[config.mk]
export PLATFORM = sky130hd
export DESIGN_NAME = rth_host
export DESIGN_NICKNAME = d
export VERILOG_FILES = /design/src/rth_pkg.sv /design/src/rth_host.sv
export VERILOG_INCLUDE_DIRS = /design/src
export SDC_FILE = /design/constraint.sdc
export NUM_CORES = 1
export LEC_CHECK = 0
export BUFFER_PORTS_ARGS = -buffer_cell sky130_fd_sc_hd__buf_2
export CORE_AREA = 2 2 121 135
export DETAILED_ROUTE_END_ITERATION = 16
export DIE_AREA = 0 0 123 137
export HOLD_SLACK_MARGIN = 0.02
export PLACE_DENSITY = 0.69
export SETUP_SLACK_MARGIN = 0.02
export SLEW_MARGIN = 10
export SYNTH_ARGS = -nofsm -noshare
export SYNTH_HDL_FRONTEND = slang
export SYNTH_SLANG_ARGS = --single-unit
export TNS_END_PERCENT = 100
[constraint.sdc]
create_clock -name clk -period 3 [get_ports clk]
set_input_delay 0.3 -clock clk [delete_from_list [all_inputs] [get_ports clk]]
set_output_delay 0.3 -clock clk [all_outputs]
set_load 0.005 [all_outputs]
[src/rth_defines.svh]
// Constants for the two-wire clock-chip access controller
// Summary of operation
// Device starts an access when SDA falls while SCL is high.
// Device ends the access when SDA rises while SCL is high.
// Only this controller creates start and stop conditions.
// Bytes are eight bits; receiver pulls SDA low on ninth clock.
// Receiver releases SDA at the ninth falling edge unless it transmits next; the controller releases it a quarter after that edge.
// Controller withholds acknowledge after the last read byte.
// First byte is 7-bit address, MSB first, then direction (1 read).
// Device answers only address 0110010.
// Start without stop is a repeated start; address is resent.
// Write's second byte holds a 4-bit pointer and a 4-bit format.
// Pointer sits in bits 7..4, format in bits 3..0.
// Writes always use format 0000.
// Third write byte goes to the pointed register; pointer then increments.
// Pointer wraps from Fh to 0h.
// Every stop loads the pointer with Fh.
// First read method: pointer with format 0, then repeated start, read.
// Format 4h or 5h: device sends data right after the pointer byte.
// Read straight after the address byte starts from pointer Fh.
// Device holds carries from start; applies them within 61 us of stop.
// After 0.5 to 1.0 s from start the device forces the access closed.
// That timer runs from the first start; repeated starts don't restart it.
// After forced release writes get no acknowledge and reads give FFh.
// Controller completes every access within 0.5 s of its start.
// Controller waits 61 us after a stop before the next start.
// Related time registers are moved within one access, no stop between.
// Device ignores a transfer whose address is not its own.
`ifndef RTH_DEFINES_SVH
`define RTH_DEFINES_SVH

`define RTH_DEV_ADDR  7'h32
`define RTH_FMT_WRITE 4'h0
`define RTH_FMT_RD4   4'h4
`define RTH_FMT_RD5   4'h5
`define RTH_CLK_MHZ   100
// Quarter of a 400 kHz bit period, rounded up
`define RTH_QTR_NS    625
`define RTH_QTR_CYC   6'((`RTH_QTR_NS * `RTH_CLK_MHZ + 999) / 1000)
`define RTH_GAP_US    61
`define RTH_GAP_CYC   13'(`RTH_GAP_US * `RTH_CLK_MHZ)
`define RTH_TMO_MS    500
`define RTH_TMO_CYC   26'(`RTH_TMO_MS * 1000 * `RTH_CLK_MHZ)

`endif

[src/rth_pkg.sv]
// Types for the two-wire clock-chip access controller
package rth_pkg;

    typedef enum logic [6:0] {
        RTH_IDLE   = 7'h01,
        RTH_START  = 7'h02,
        RTH_BIT    = 7'h04,
        RTH_LOAD   = 7'h08,
        RTH_RSTART = 7'h10,
        RTH_STOP   = 7'h20,
        RTH_GAP    = 7'h40
    } rth_state_t;

    typedef enum logic [2:0] {
        RTH_ADDR_W = 3'h0,
        RTH_PTR    = 3'h1,
        RTH_ADDR_R = 3'h2,
        RTH_DATA_W = 3'h3,
        RTH_DATA_R = 3'h4
    } rth_stage_t;

    typedef struct packed {
        rth_state_t  st;
        rth_stage_t  stg;
        logic [5:0]  qcnt;
        logic [1:0]  ph;
        logic [3:0]  bitn;
        logic [7:0]  sh;
        logic [3:0]  left;
        logic        rd;
        logic [3:0]  ptr;
        logic [3:0]  fmt;
        logic        scl_oe;
        logic        sda_oe;
        logic        lvl;
        logic [7:0]  rdat;
        logic        rvld;
        logic        wreq;
        logic        done;
        logic        err;
        logic        busy;
        logic [25:0] tmo;
        logic [12:0] gap;
        logic        sda_s1;
        logic        sda_s2;
        logic        scl_s1;
        logic        scl_s2;
    } rth_regs_t;

endpackage

[src/rth_host.sv]
// Two-wire bus controller that reads and writes the clock chip's registers
`timescale 1ns/1ps
`include "rth_defines.svh"

module rth_host
    import rth_pkg::*;
#(
    parameter logic [12:0] GAP_CYC = `RTH_GAP_CYC,
    parameter logic [25:0] TMO_CYC = `RTH_TMO_CYC
) (
    input  wire logic       clk,
    input  wire logic       sys_rst,
    input  wire logic       cmd_valid,
    input  wire logic       cmd_read,
    input  wire logic       cmd_direct,
    input  wire logic [3:0] cmd_ptr,
    input  wire logic [3:0] cmd_fmt,
    input  wire logic [3:0] cmd_len,
    input  wire logic [7:0] wr_data,
    output logic            busy,
    output logic            wr_req,
    output logic [7:0]      rd_data,
    output logic            rd_valid,
    output logic            done,
    output logic            err,
    input  wire logic       scl_i,
    output logic            scl_o,
    output logic            scl_oe,
    input  wire logic       sda_i,
    output logic            sda_o,
    output logic            sda_oe
);

    rth_regs_t q;
    rth_regs_t d;
    logic      tick;
    logic      tx;
    logic      rx_last;
    logic      abort;

    always_comb begin
        d        = q;
        d.rvld   = 1'b0;
        d.wreq   = 1'b0;
        d.done   = 1'b0;
        d.sda_s1 = sda_i;
        d.sda_s2 = q.sda_s1;
        d.scl_s1 = scl_i;
        d.scl_s2 = q.scl_s1;
        tick     = (q.qcnt == `RTH_QTR_CYC - 6'h01);
        tx       = (q.stg != RTH_DATA_R);
        rx_last  = (q.left == 4'h0);
        // Host gives up before the device's own release can fire
        abort    = q.busy && (q.tmo == TMO_CYC - 26'h1)
                   && (q.st == RTH_BIT || q.st == RTH_LOAD || q.st == RTH_RSTART);
        if (q.st != RTH_IDLE && q.st != RTH_GAP) begin
            d.qcnt = tick ? 6'h00 : q.qcnt + 6'h01;
        end
        // Timer runs from the first start through any repeated start
        if (q.busy && !abort && q.st != RTH_STOP && q.st != RTH_GAP) begin
            d.tmo = q.tmo + 26'h1;
        end
        case (q.st)
            RTH_IDLE: begin
                if (cmd_valid) begin
                    d.busy = 1'b1;
                    d.err  = 1'b0;
                    d.tmo  = 26'h0;
                    d.rd   = cmd_read;
                    d.ptr  = cmd_ptr;
                    d.fmt  = cmd_fmt;
                    d.left = cmd_len;
                    d.ph   = 2'h0;
                    d.qcnt = 6'h00;
                    d.bitn = 4'h0;
                    d.st   = RTH_START;
                    if (cmd_read && cmd_direct) begin
                        d.sh  = {`RTH_DEV_ADDR, 1'b1};
                        d.stg = RTH_ADDR_R;
                    end else begin
                        d.sh  = {`RTH_DEV_ADDR, 1'b0};
                        d.stg = RTH_ADDR_W;
                    end
                end
            end
            RTH_START: begin
                if (tick) begin
                    d.ph = q.ph + 2'h1;
                    if (q.ph == 2'h1) begin
                        d.sda_oe = 1'b1;
                    end else if (q.ph == 2'h3) begin
                        d.scl_oe = 1'b1;
                        d.st     = RTH_BIT;
                    end
                end
            end
            RTH_BIT: begin
                if (abort) begin
                    d.err  = 1'b1;
                    d.st   = RTH_STOP;
                    d.ph   = 2'h0;
                    d.qcnt = 6'h00;
                end else if (tick) begin
                    case (q.ph)
                        2'h0: begin
                            d.ph = 2'h1;
                            if (q.bitn == 4'h8) begin
                                // Ack low on received bytes, none after the last one
                                d.sda_oe = !tx && !rx_last;
                            end else begin
                                d.sda_oe = tx && !q.sh[7];
                            end
                        end
                        2'h1: begin
                            d.scl_oe = 1'b0;
                            d.ph     = 2'h2;
                        end
                        2'h2: begin
                            if (!q.scl_s2) begin
                                // SCL still held low: wait without advancing
                                d.qcnt = q.qcnt;
                            end else begin
                                d.ph = 2'h3;
                                if (q.bitn != 4'h8 && !tx) begin
                                    d.sh = {q.sh[6:0], q.sda_s2};
                                end
                                if (q.bitn == 4'h8 && tx && q.sda_s2) begin
                                    d.err = 1'b1;
                                end
                            end
                        end
                        default: begin
                            d.scl_oe = 1'b1;
                            d.ph     = 2'h0;
                            if (q.bitn != 4'h8) begin
                                d.bitn = q.bitn + 4'h1;
                                if (tx) begin
                                    d.sh = {q.sh[6:0], 1'b1};
                                end
                            end else begin
                                // SDA is let go a quarter later so it never moves with the SCL fall
                                d.bitn   = 4'h0;
                                if (d.err) begin
                                    d.st = RTH_STOP;
                                end else begin
                                    case (q.stg)
                                        RTH_ADDR_W: begin
                                            d.stg = RTH_PTR;
                                            if (q.rd && (q.fmt == `RTH_FMT_RD4
                                                || q.fmt == `RTH_FMT_RD5)) begin
                                                d.sh = {q.ptr, q.fmt};
                                            end else begin
                                                d.sh = {q.ptr, `RTH_FMT_WRITE};
                                            end
                                        end
                                        RTH_PTR: begin
                                            if (!q.rd) begin
                                                d.stg  = RTH_DATA_W;
                                                d.st   = RTH_LOAD;
                                                d.wreq = 1'b1;
                                            end else if (q.fmt != `RTH_FMT_RD4
                                                && q.fmt != `RTH_FMT_RD5) begin
                                                d.st = RTH_RSTART;
                                            end else begin
                                                d.stg = RTH_DATA_R;
                                            end
                                        end
                                        RTH_ADDR_R: begin
                                            d.stg = RTH_DATA_R;
                                        end
                                        RTH_DATA_W: begin
                                            // Whole burst in one access keeps registers coherent
                                            d.left = q.left - 4'h1;
                                            if (rx_last) begin
                                                d.st = RTH_STOP;
                                            end else begin
                                                d.st   = RTH_LOAD;
                                                d.wreq = 1'b1;
                                            end
                                        end
                                        default: begin
                                            d.rdat = q.sh;
                                            d.rvld = 1'b1;
                                            d.left = q.left - 4'h1;
                                            if (rx_last) begin
                                                d.st = RTH_STOP;
                                            end
                                        end
                                    endcase
                                end
                            end
                        end
                    endcase
                end
            end
            RTH_LOAD: begin
                d.sh = wr_data;
                d.st = abort ? RTH_STOP : RTH_BIT;
                d.err = q.err | abort;
            end
            RTH_RSTART: begin
                if (abort) begin
                    d.err  = 1'b1;
                    d.st   = RTH_STOP;
                    d.ph   = 2'h0;
                    d.qcnt = 6'h00;
                end else if (tick) begin
                    d.ph = q.ph + 2'h1;
                    case (q.ph)
                        2'h0: d.sda_oe = 1'b0;
                        2'h1: d.scl_oe = 1'b0;
                        2'h2: begin
                            // A stretching target may still hold SCL low
                            if (!q.scl_s2) begin
                                d.ph   = q.ph;
                                d.qcnt = q.qcnt;
                            end else begin
                                d.sda_oe = 1'b1;
                            end
                        end
                        default: begin
                            d.scl_oe = 1'b1;
                            d.sh     = {`RTH_DEV_ADDR, 1'b1};
                            d.stg    = RTH_ADDR_R;
                            d.st     = RTH_BIT;
                        end
                    endcase
                end
            end
            RTH_STOP: begin
                if (tick) begin
                    d.ph = q.ph + 2'h1;
                    case (q.ph)
                        2'h0: d.scl_oe = 1'b1;
                        2'h1: d.sda_oe = 1'b1;
                        2'h2: d.scl_oe = 1'b0;
                        default: begin
                            if (!q.scl_s2) begin
                                d.ph   = q.ph;
                                d.qcnt = q.qcnt;
                            end else begin
                                d.sda_oe = 1'b0;
                                d.gap    = 13'h0;
                                d.st     = RTH_GAP;
                            end
                        end
                    endcase
                end
            end
            RTH_GAP: begin
                // Device applies held carries here, so no new start yet
                d.gap = q.gap + 13'h1;
                if (q.gap == GAP_CYC - 13'h1) begin
                    d.busy = 1'b0;
                    d.done = 1'b1;
                    d.st   = RTH_IDLE;
                end
            end
            default: begin
                d.st = RTH_IDLE;
            end
        endcase
    end

    always_ff @(posedge clk or posedge sys_rst) begin
        if (sys_rst) begin
            q        <= '0;
            q.st     <= RTH_IDLE;
            q.stg    <= RTH_ADDR_W;
            q.sda_s1 <= 1'b1;
            q.sda_s2 <= 1'b1;
            q.scl_s1 <= 1'b1;
            q.scl_s2 <= 1'b1;
        end else begin
            q <= d;
        end
    end

    assign busy     = q.busy;
    assign wr_req   = q.wreq;
    assign rd_data  = q.rdat;
    assign rd_valid = q.rvld;
    assign done     = q.done;
    assign err      = q.err;
    assign scl_o    = q.lvl;
    assign scl_oe   = q.scl_oe;
    assign sda_o    = q.lvl;
    assign sda_oe   = q.sda_oe;

endmodule // rth_host

==> flow_summary.json, run 1 <==
{
  "status": "complete, no violations",
  "dr_wl_met2_um": 7030,
  "slew_violations": 0,
  "power.density_mw_per_mm2": 700,
  "cpMaxStageDelayCell": "or4_1",
  "cts_root_buf": "clkbuf_16",
  "grt_max_degree": 52,
  "cts_buffers": 9,
  "gp_congestion": 0.923,
  "die-area_mm2": 0.0169,
  "num_io_pins": 44,
  "grt_pass1_wl_um": 24400,
  "top_layer": "met4",
  "syn_area_per_cell_um2": 8.99,
  "timing.final.crit_share": 0.919,
  "skew_ns": 0.00992,
  "num_rows": 48,
  "timing.rr.end": "sda_oe$_DFFE_PP0P_",
  "antennaDiodeCount": 0,
  "cp_common_cell": "or4_1",
  "synth.distinct_cells": 79,
  "syn_inst": 678,
  "cpPeakStageDelay_ns": 0.58,
  "cts_resized": 0,
  "fillers": 1516,
  "drt-vias-per-instance": 5.64,
  "critPathCapture": "sda_oe$_DFFE_PP0P_",
  "async_flop_share": 1.00,
  "multi_input_area_mm2": 0.00328,
  "synth_top_area_frac": 0.394,
  "overflow": 0,
  "final_cell_mix": "dfrtp_1 (96), nand2_1 (88), nor2_1 (57)",
  "layoutNonFillerInstCount": 917,
  "rsz0062_at_grt": "false",
  "seq_area_frac_synth": 0.416,
  "cts_tree": "done",
  "num_vias": 5172,
  "drive_gt1_frac": 0.179,
  "die_x_um": 123,
  "r2r_cells": 7,
  "insertion_delay_ns": 0.36,
  "yosys-top-cells-area": "dfrtp_1 (39%), nand2_1 (5.4%), o21ai_0 (4.0%)",
  "slew_headroom": 0.543,
  "wl_per_cell_um": 16.1,
  "finalSetupViolCount": 0,
  "initial_core_util": 0.393,
  "routed-wl-met3_um": 790,
  "drt_iter0_drc": 446,
  "fmax_mhz": 363,
  "grt_pass1_vias": 4901,
  "placed_cells": 901,
  "core_area_mm2": 0.0155,
  "place_ws_ns": 0.311,
  "drtPass1Iterations": 5,
  "cts_num_sinks": 101,
  "p_leak_nw": 3.05,
  "yosys_register_bits": 101,
  "final-seq-area_mm2": 0.00253,
  "wl_met1_um": 6610,
  "setup_slack_ns": 0.244,
  "synth_edf_count": 0,
  "htreeDepth": 3,
  "synthToLayoutAreaGrowth_pct": 12.0,
  "required_ns": 3.24,
  "ant_nets": 0,
  "wl_um": 14800,
  "yosys.area.top_type": "dfrtp_1",
  "end_kind": "flip-flop",
  "rrSetupSlack_ns": 0.24,
  "antenna_found_initial": 0,
  "io_buffers": 41,
  "final_common_cell": "dfrtp_1",
  "drv_cap": 0,
  "path_cells": "or4_1 > buf_4 > or4_1 > o21ai_0 > a221oi_1 > o2111ai_1 > mux2_2",
  "ctsHoldBuffers": 0,
  "fin_crit_ns": 2.76,
  "dp_hpwl_um": 10600,
  "synth_flop_cell": "dfrtp_1",
  "mappedNetlistArea_mm2": 0.00609,
  "ir_worst_vdd_uv": 378,
  "fin_setup_tns_ns": 0,
  "clockBufferDepth": 2,
  "min_path_type": "in -> async",
  "tightestPinTransition_ns": 0.682,
  "hold_viol": 0,
  "die_h_um": 137,
  "worstSetupStartpointType": "flip-flop",
  "worst-setup-path-type": "reg -> reg",
  "path_max_fanout": 10,
  "clk_pin_slew_worst_paths_ns": 0.08,
  "cp-startpoint": "q[101]$_DFFE_PP0P_",
  "drcViolationCount": 0,
  "critPathArrivalTime_ns": 3.00,
  "timing.rr.start": "q[101]$_DFFE_PP0P_",
  "gr-usage-all-layers": 0.185,
  "fin_nets": 750,
  "yosysWarnings": 0,
  "cts_post_setup_buffers_inserted": 0
}
==> registers in the layout (all words and copies together), names as in the netlist <==
register  cells
q            84
rd_data       8
d             2
busy          1
done          1
err           1
rd_valid      1
scl_oe        1
sda_oe        1
wr_req        1
==> cells in the mapped netlist (5+ instances only) <==
library cell  count
dfrtp_1          96
nand2_1          88
nor2_1           58
o21ai_0          49
nand3_1          35
clkbuf_1         26
xor2_1           26
a21oi_1          22
and3_1           18
inv_1            16
nor3_1           16
nand4_1          15
mux2_2           13
ha_1             11
buf_4            10
or4_1            10
a31oi_1           9
o22ai_1           9
mux2_4            8
a211oi_1          7
and2_1            7
nor2b_1           7
o211ai_1          7
or3_1             7
o31ai_1           6
dfstp_2           5
nor3b_1           5
nor4_1            5
==> report_power, final <==
| part | internal [W] | switching [W] | total [W] |
|---|---|---|---|
| Sequential | 0.00161 | 0.000259 | 0.00187 |
| Clock | 0.000583 | 0.000566 | 0.00115 |
| Combinational | 0.000726 | 0.00104 | 0.00177 |
| Total | 0.00292 | 0.00186 | 0.00478 |
==> worst max-delay path: cells and delay by family, from the launching register on <==
| kind | cells | cell delay (ns) |
|---|---|---|
| flip-flops | 1 | 0.46 |
| AO/OA/AOI/OAI | 3 | 0.50 |
| multiplexers | 1 | 0.36 |
| AND/OR/NAND/NOR | 2 | 1.13 |
| buffers and inverters | 1 | 0.19 |
==> metrics by stage <==
| step | power, W | instance area [um^2] | hold WS [ns] | util |
|---|---|---|---|---|
| after floorplan | 0.00314 | 6100 | 0.304 | - |
| after global placement | 0.00362 | 6540 | 0.346 | 0.422 |
| after detailed placement | 0.00364 | 6540 | 0.347 | 0.422 |
| after CTS | 0.00480 | 6830 | 0.0275 | 0.441 |
| after global routing | 0.00513 | 6830 | 0.0284 | 0.441 |
| final | 0.00478 | 6830 | 0.0289 | 0.441 |
==> cells by family (layout without fill, tap and decap cells) <==
logic type / Yosys count / after routing / synth area share
other: 1 / 2 / 0.000615
and+or+nand+nor: 304 / 304 / 0.263
adders and majority gates: 11 / 11 / 0.0226
AOI/OAI and AO/OA: 147 / 147 / 0.159
buffers and inverters: 60 / 98 / 0.0462
muxes: 25 / 25 / 0.0503
DFF: 101 / 101 / 0.416
xor gates and xnor gates: 29 / 29 / 0.0417
==> how the worst min path moves through the flow <==
stage | from | to | slack, ns | depth (start not counted)
floorplan | scl_i | d[0]$_DFF_PP1_ | 0.30 | 0
global placement | d[0]$_DFF_PP1_ | q[0]$_DFF_PP1_ | 0.35 | 0
detailed placement | d[0]$_DFF_PP1_ | q[0]$_DFF_PP1_ | 0.35 | 0
CTS | scl_i | d[0]$_DFF_PP1_ | 0.03 | 1
global route | sda_i | d[2]$_DFF_PP1_ | 0.03 | 1
finish | sys_rst | rd_data[5]$_DFFE_PP0P_ | 0.03 | 2
==> layer usage <==
| metal | vias up | GRT usage |
|---|---|---|
| met5 | - | 0 |
| met4 | 0 | 0.0644 |
| met3 | 26 | 0.0375 |
| met2 | 125 | 0.303 |
| met1 | 2497 | 0.241 |
| li1 | 2524 | - |
==> final cells by class <==
type,instances,share of cell area
multi-input cells,518,0.481
well taps,200,0.0367
flip-flops and latches,101,0.371
inverters,16,0.00916
clock inverters,7,0.00953
repair buffers,66,0.0594
clock buffers,9,0.0330
Power figures use the tool's default switching activity.
==> run 2: changes to the inputs <==
CTS_CLUSTER_SIZE = 14   (was unset)
MAX_ROUTING_LAYER = met4   (was unset)
==> flow_summary.json, run 2 (synthesis results as in run 1) <==
{
  "status": "complete, no violations",
  "timing.final.crit_share": 0.910,
  "htreeDepth": 3,
  "cts_root_buf": "clkbuf_16",
  "min_path_type": "in -> reg",
  "antennaDiodeCount": 0,
  "drv_cap": 0,
  "core_area_mm2": 0.0155,
  "worstPathBufferInverterCount": 1,
  "slew_headroom": 0.571,
  "drtPass1Iterations": 7,
  "grt_max_degree": 63,
  "cts_buffers": 9,
  "die_x_um": 123,
  "finalSetupViolCount": 0,
  "io_buffers": 41,
  "cpLargestDelayFamily": "simple AND/OR/NAND/NOR gates",
  "die-area_mm2": 0.0169,
  "end_kind": "flip-flop",
  "grt_pass1_wl_um": 25700,
  "slew_violations": 0,
  "hold_viol": 0,
  "final_core_util": 0.446,
  "fmax_mhz": 366,
  "clk_pin_slew_worst_paths_ns": 0.08,
  "rsz0062_at_grt": "false",
  "path_max_fanout": 10,
  "gp_congestion": 0.925,
  "tightestPinTransition_ns": 0.640,
  "final_common_cell": "dfrtp_1",
  "overflow": 0,
  "ir_worst_vdd_uv": 407,
  "drt_iter0_drc": 408,
  "grt_pass1_vias": 5066,
  "multi_input_area_mm2": 0.00328,
  "final-seq-area_mm2": 0.00253,
  "worst-setup-path-type": "reg -> reg",
  "cpMaxStageDelayCell": "or4_4",
  "gr-usage-all-layers": 0.198,
  "critPathArrivalTime_ns": 2.97,
  "wl_per_cell_um": 16.6,
  "dp_hpwl_um": 10800,
  "cts_num_sinks": 101,
  "regMostFlops": "q",
  "fin_nets": 755,
  "cts_post_setup_buffers_inserted": 0,
  "worstSetupStartpointType": "flip-flop",
  "power.density_mw_per_mm2": 710,
  "num_rows": 48,
  "insertion_delay_ns": 0.36,
  "num_io_pins": 44,
  "clockBufferDepth": 2,
  "fin_setup_tns_ns": 0,
  "required_ns": 3.24,
  "synthToLayoutAreaGrowth_pct": 13.3,
  "cts_resized": 0,
  "cpPeakStageDelay_ns": 0.55,
  "num_vias": 5258,
  "final_cell_mix": "dfrtp_1 (96), nand2_1 (88), nor2_1 (57)",
  "initial_core_util": 0.393,
  "drcViolationCount": 0,
  "fin_crit_ns": 2.73,
  "path_cells": "ha_1 > nand2_1 > or4_4 > nor4_4 > buf_4 > nor3_4 > and3_1 > mux2_4",
  "drive_gt1_frac": 0.181,
  "largest_reg_flops": 84,
  "wl_um": 15300,
  "drt-vias-per-instance": 5.70,
  "ant_nets": 0,
  "die_h_um": 137,
  "antenna_found_initial": 0,
  "fillers": 1552,
  "p_leak_nw": 3.09,
  "skew_ns": 0.00986,
  "cts_tree": "done"
}
[run 2: changes by cell type in the layout (fill, tap and decap cells not counted), sizes merged]
cell,before,now
clkinvlp,1,0
dlygate4sd3,0,2
buf,66,69
bufinv,0,1
[run 2: timing repair]
item                                    in CTS  in global routing
endpoints found under the hold margin       39                  1
hold buffers                                 1                  1
endpoints found under the setup margin       0                  0
[run 2: routing by layer]
layer / share of wire / vias to the layer above / wire (um) / track usage
met4: 0.022 / 0 / 343 / 0.0657
met3: 0.058 / 23 / 885 / 0.0446
li1: - / 2535 / - / -
met2: 0.48 / 168 / 7310 / 0.311
met1: 0.44 / 2532 / 6790 / 0.253
met5: 0 / - / 0 / -
[run 2: path summary, 6_finish.rpt]
kind | start | end | slack [ns] | depth (start not counted)
min reg2reg | d[0]$_DFF_PP1_ | q[0]$_DFF_PP1_ | 0.35 | 0
min | scl_i | d[0]$_DFF_PP1_ | 0.04 | 1
max | q[17]$_DFF_PP0_ | rd_data[5]$_DFFE_PP0P_ | 0.27 | 8
max in group asynchronous | sys_rst | d[0]$_DFF_PP1_ | 1.72 | 4
min in group asynchronous | sys_rst | rd_data[5]$_DFFE_PP0P_ | 0.53 | 3
max reg2reg | q[17]$_DFF_PP0_ | rd_data[5]$_DFFE_PP0P_ | 0.27 | 8
[run 2: area by class of cell]
| cell class | count | share of cell area |
|---|---|---|
| clock inverters | 7 | 0.0130 |
| inverters | 16 | 0.00906 |
| clock buffers | 9 | 0.0326 |
| multi-input cells | 518 | 0.476 |
| well taps | 200 | 0.0362 |
| flip-flops and latches | 101 | 0.367 |
| repair buffers | 71 | 0.0667 |
[run 2: power breakdown]
| group | leakage [nW] | internal [W] | switching [W] |
|---|---|---|---|
| sequential | 1.34 | 0.00161 | 0.000261 |
| clock | 0.156 | 0.000671 | 0.000579 |
| combinational | 1.59 | 0.000735 | 0.00105 |
[run 2: per-stage QoR]
stage | worst slack, ns | hold slack (ns) | area (um^2) | std cells | total power, W
final | 0.270 | 0.0434 | 6910 | 922 | 0.00491
after global routing | 0.143 | 0.0285 | 6910 | 922 | 0.00524
after CTS | 0.263 | 0.0278 | 6900 | 921 | 0.00493
after detailed placement | 0.299 | 0.349 | 6570 | 904 | 0.00366
after global placement | 0.368 | 0.346 | 6570 | 904 | 0.00363
after floorplan | 0.0611 | 0.304 | 6100 | 679 | 0.00314
==> run 3: changes to the inputs <==
CTS_BUF_LIST = sky130_fd_sc_hd__clkbuf_4 sky130_fd_sc_hd__clkbuf_8   (was unset)
CTS_CLUSTER_DIAMETER = 60   (was unset)
==> flow_summary.json, run 3 (synthesis results as in run 1) <==
{
  "power_frac_comb": 0.389,
  "final_common_cell": "dfrtp_1",
  "skew_ns": 0.0124,
  "hold_viol": 0,
  "p_sw_frac": 0.404,
  "grt_pass1_vias": 5038,
  "slew_violations": 0,
  "pwr-share-clk": 0.208,
  "overflow": 0,
  "drt_iter0_drc": 418,
  "die_x_um": 123,
  "insertion_delay_ns": 0.40,
  "antenna_found_initial": 0,
  "antennaDiodeCount": 0,
  "p_sw_w": 0.00186,
  "gr-usage-all-layers": 0.197,
  "grt_max_degree": 63,
  "pwr-share-seq": 0.404,
  "status": "complete, no violations",
  "cp-startpoint": "q[17]$_DFF_PP0_",
  "dr_wl_met2_um": 7310,
  "regMostFlops": "q",
  "wl_um": 15200,
  "internal-power_w": 0.00275,
  "ant_nets": 0,
  "drv_cap": 0,
  "worst-setup-path-type": "reg -> reg",
  "critPathArrivalTime_ns": 3.01,
  "tightestPinTransition_ns": 0.625,
  "cts_root_buf": "clkbuf_8",
  "synthToLayoutAreaGrowth_pct": 11.8,
  "holdWs_ns": 0.0811,
  "rsz0062_at_grt": "false",
  "grt_pass1_wl_um": 25500,
  "initial_core_util": 0.393,
  "finalSetupViolCount": 0,
  "dp_hpwl_um": 10800,
  "largest_reg_flops": 84,
  "clk_pin_slew_worst_paths_ns": 0.11,
  "gp_congestion": 0.925,
  "timing.rr.start": "q[17]$_DFF_PP0_",
  "fmax_mhz": 368,
  "wl_met1_um": 6730,
  "power.density_mw_per_mm2": 677,
  "num_io_pins": 44,
  "critPathCapture": "rd_data[5]$_DFFE_PP0P_",
  "drtPass1Iterations": 4,
  "p_total_w": 0.00461,
  "cts_post_setup_buffers_inserted": 0,
  "r2r_cells": 8,
  "cts_resized": 0,
  "p_leak_nw": 3.05,
  "drt-vias-per-instance": 5.70,
  "cts_buffers": 9,
  "cts_tree": "done",
  "io_buffers": 41,
  "drcViolationCount": 0,
  "ir_worst_vdd_uv": 279,
  "required_ns": 3.29,
  "fin_setup_tns_ns": 0,
  "drive_gt1_frac": 0.181,
  "cts_num_sinks": 101,
  "wl_per_cell_um": 16.5,
  "fin_crit_ns": 2.72,
  "die_h_um": 137,
  "hp-start": "cmd_fmt[1]",
  "core_area_mm2": 0.0155,
  "routed-wl-met3_um": 822,
  "worstSetupStartpointType": "flip-flop",
  "final_cell_mix": "dfrtp_1 (96), nand2_1 (88), nor2_1 (57)",
  "die-area_mm2": 0.0169,
  "top_layer": "met4",
  "path_max_fanout": 10,
  "timing.final.crit_share": 0.907,
  "clockBufferDepth": 2,
  "min_path_type": "in -> reg",
  "placed_cells": 904,
  "htreeDepth": 3,
  "end_kind": "flip-flop",
  "layoutNonFillerInstCount": 923,
  "num_rows": 48,
  "slew_headroom": 0.581,
  "timing.rr.end": "rd_data[5]$_DFFE_PP0P_",
  "num_vias": 5260,
  "fin_nets": 756,
  "rrSetupSlack_ns": 0.28,
  "ctsHoldBuffers": 3
}
run 3: changes by cell type in the layout (fill, tap and decap cells not counted), sizes merged:
| cell | change |
|---|---|
| dlygate4sd3 | +1 |
run 3: worst min path at each step:
stage                        endpoint  slack, ns  depth (start not counted)
floorplan              d[0]$_DFF_PP1_       0.30                          0
global placement       q[0]$_DFF_PP1_       0.35                          0
detailed placement     q[0]$_DFF_PP1_       0.35                          0
CTS                 q[65]$_DFFE_PP0P_       0.06                          3
global route        q[64]$_DFFE_PP0P_       0.07                          3
finish              q[60]$_DFFE_PP0P_       0.08                          3
run 3: critical path: stages, from the launching register on:
cell	delay, ns
dfrtp_1	0.42
ha_1	0.21
nand2_1	0.11
or4_4	0.54
nor4_4	0.28
buf_4	0.24
nor3_4	0.09
and3_1	0.35
mux2_4	0.36
run 3: layout make-up:
class / count / area [um^2]
Fill cell: 1575 / 8680
Multi-Input combinational cell: 518 / 3280
Sequential cell: 101 / 2530
Timing Repair Buffer: 72 / 470
Tap cell: 200 / 250
Clock buffer: 9 / 124
Clock inverter: 7 / 90.1
Inverter: 16 / 62.6
run 3: metal layers:
| metal | track usage | vias up |
|---|---|---|
| met4 | 0.0644 | 0 |
| met3 | 0.0438 | 29 |
| met2 | 0.308 | 144 |
| li1 | - | 2539 |
| met1 | 0.253 | 2548 |
| met5 | - | - |
run 3: power by group through the flow:
stage                     Combinational [W]  Clock [W]  Sequential (W)
after floorplan                     0.00135          0         0.00179
after global placement              0.00175          0         0.00188
after detailed placement            0.00177          0         0.00189
after CTS                           0.00178   0.000989         0.00186
after global routing                0.00199    0.00104         0.00191
final                               0.00179   0.000958         0.00186
run 3: through the flow:
stage / util / cell area [um^2] / setup slack (ns)
global placement: 0.424 / 6570 / 0.368
detailed placement: 0.424 / 6570 / 0.299
global route: 0.440 / 6820 / 0.144
CTS: 0.440 / 6820 / 0.278
finish: 0.440 / 6820 / 0.279
floorplan: - / 6100 / 0.0611
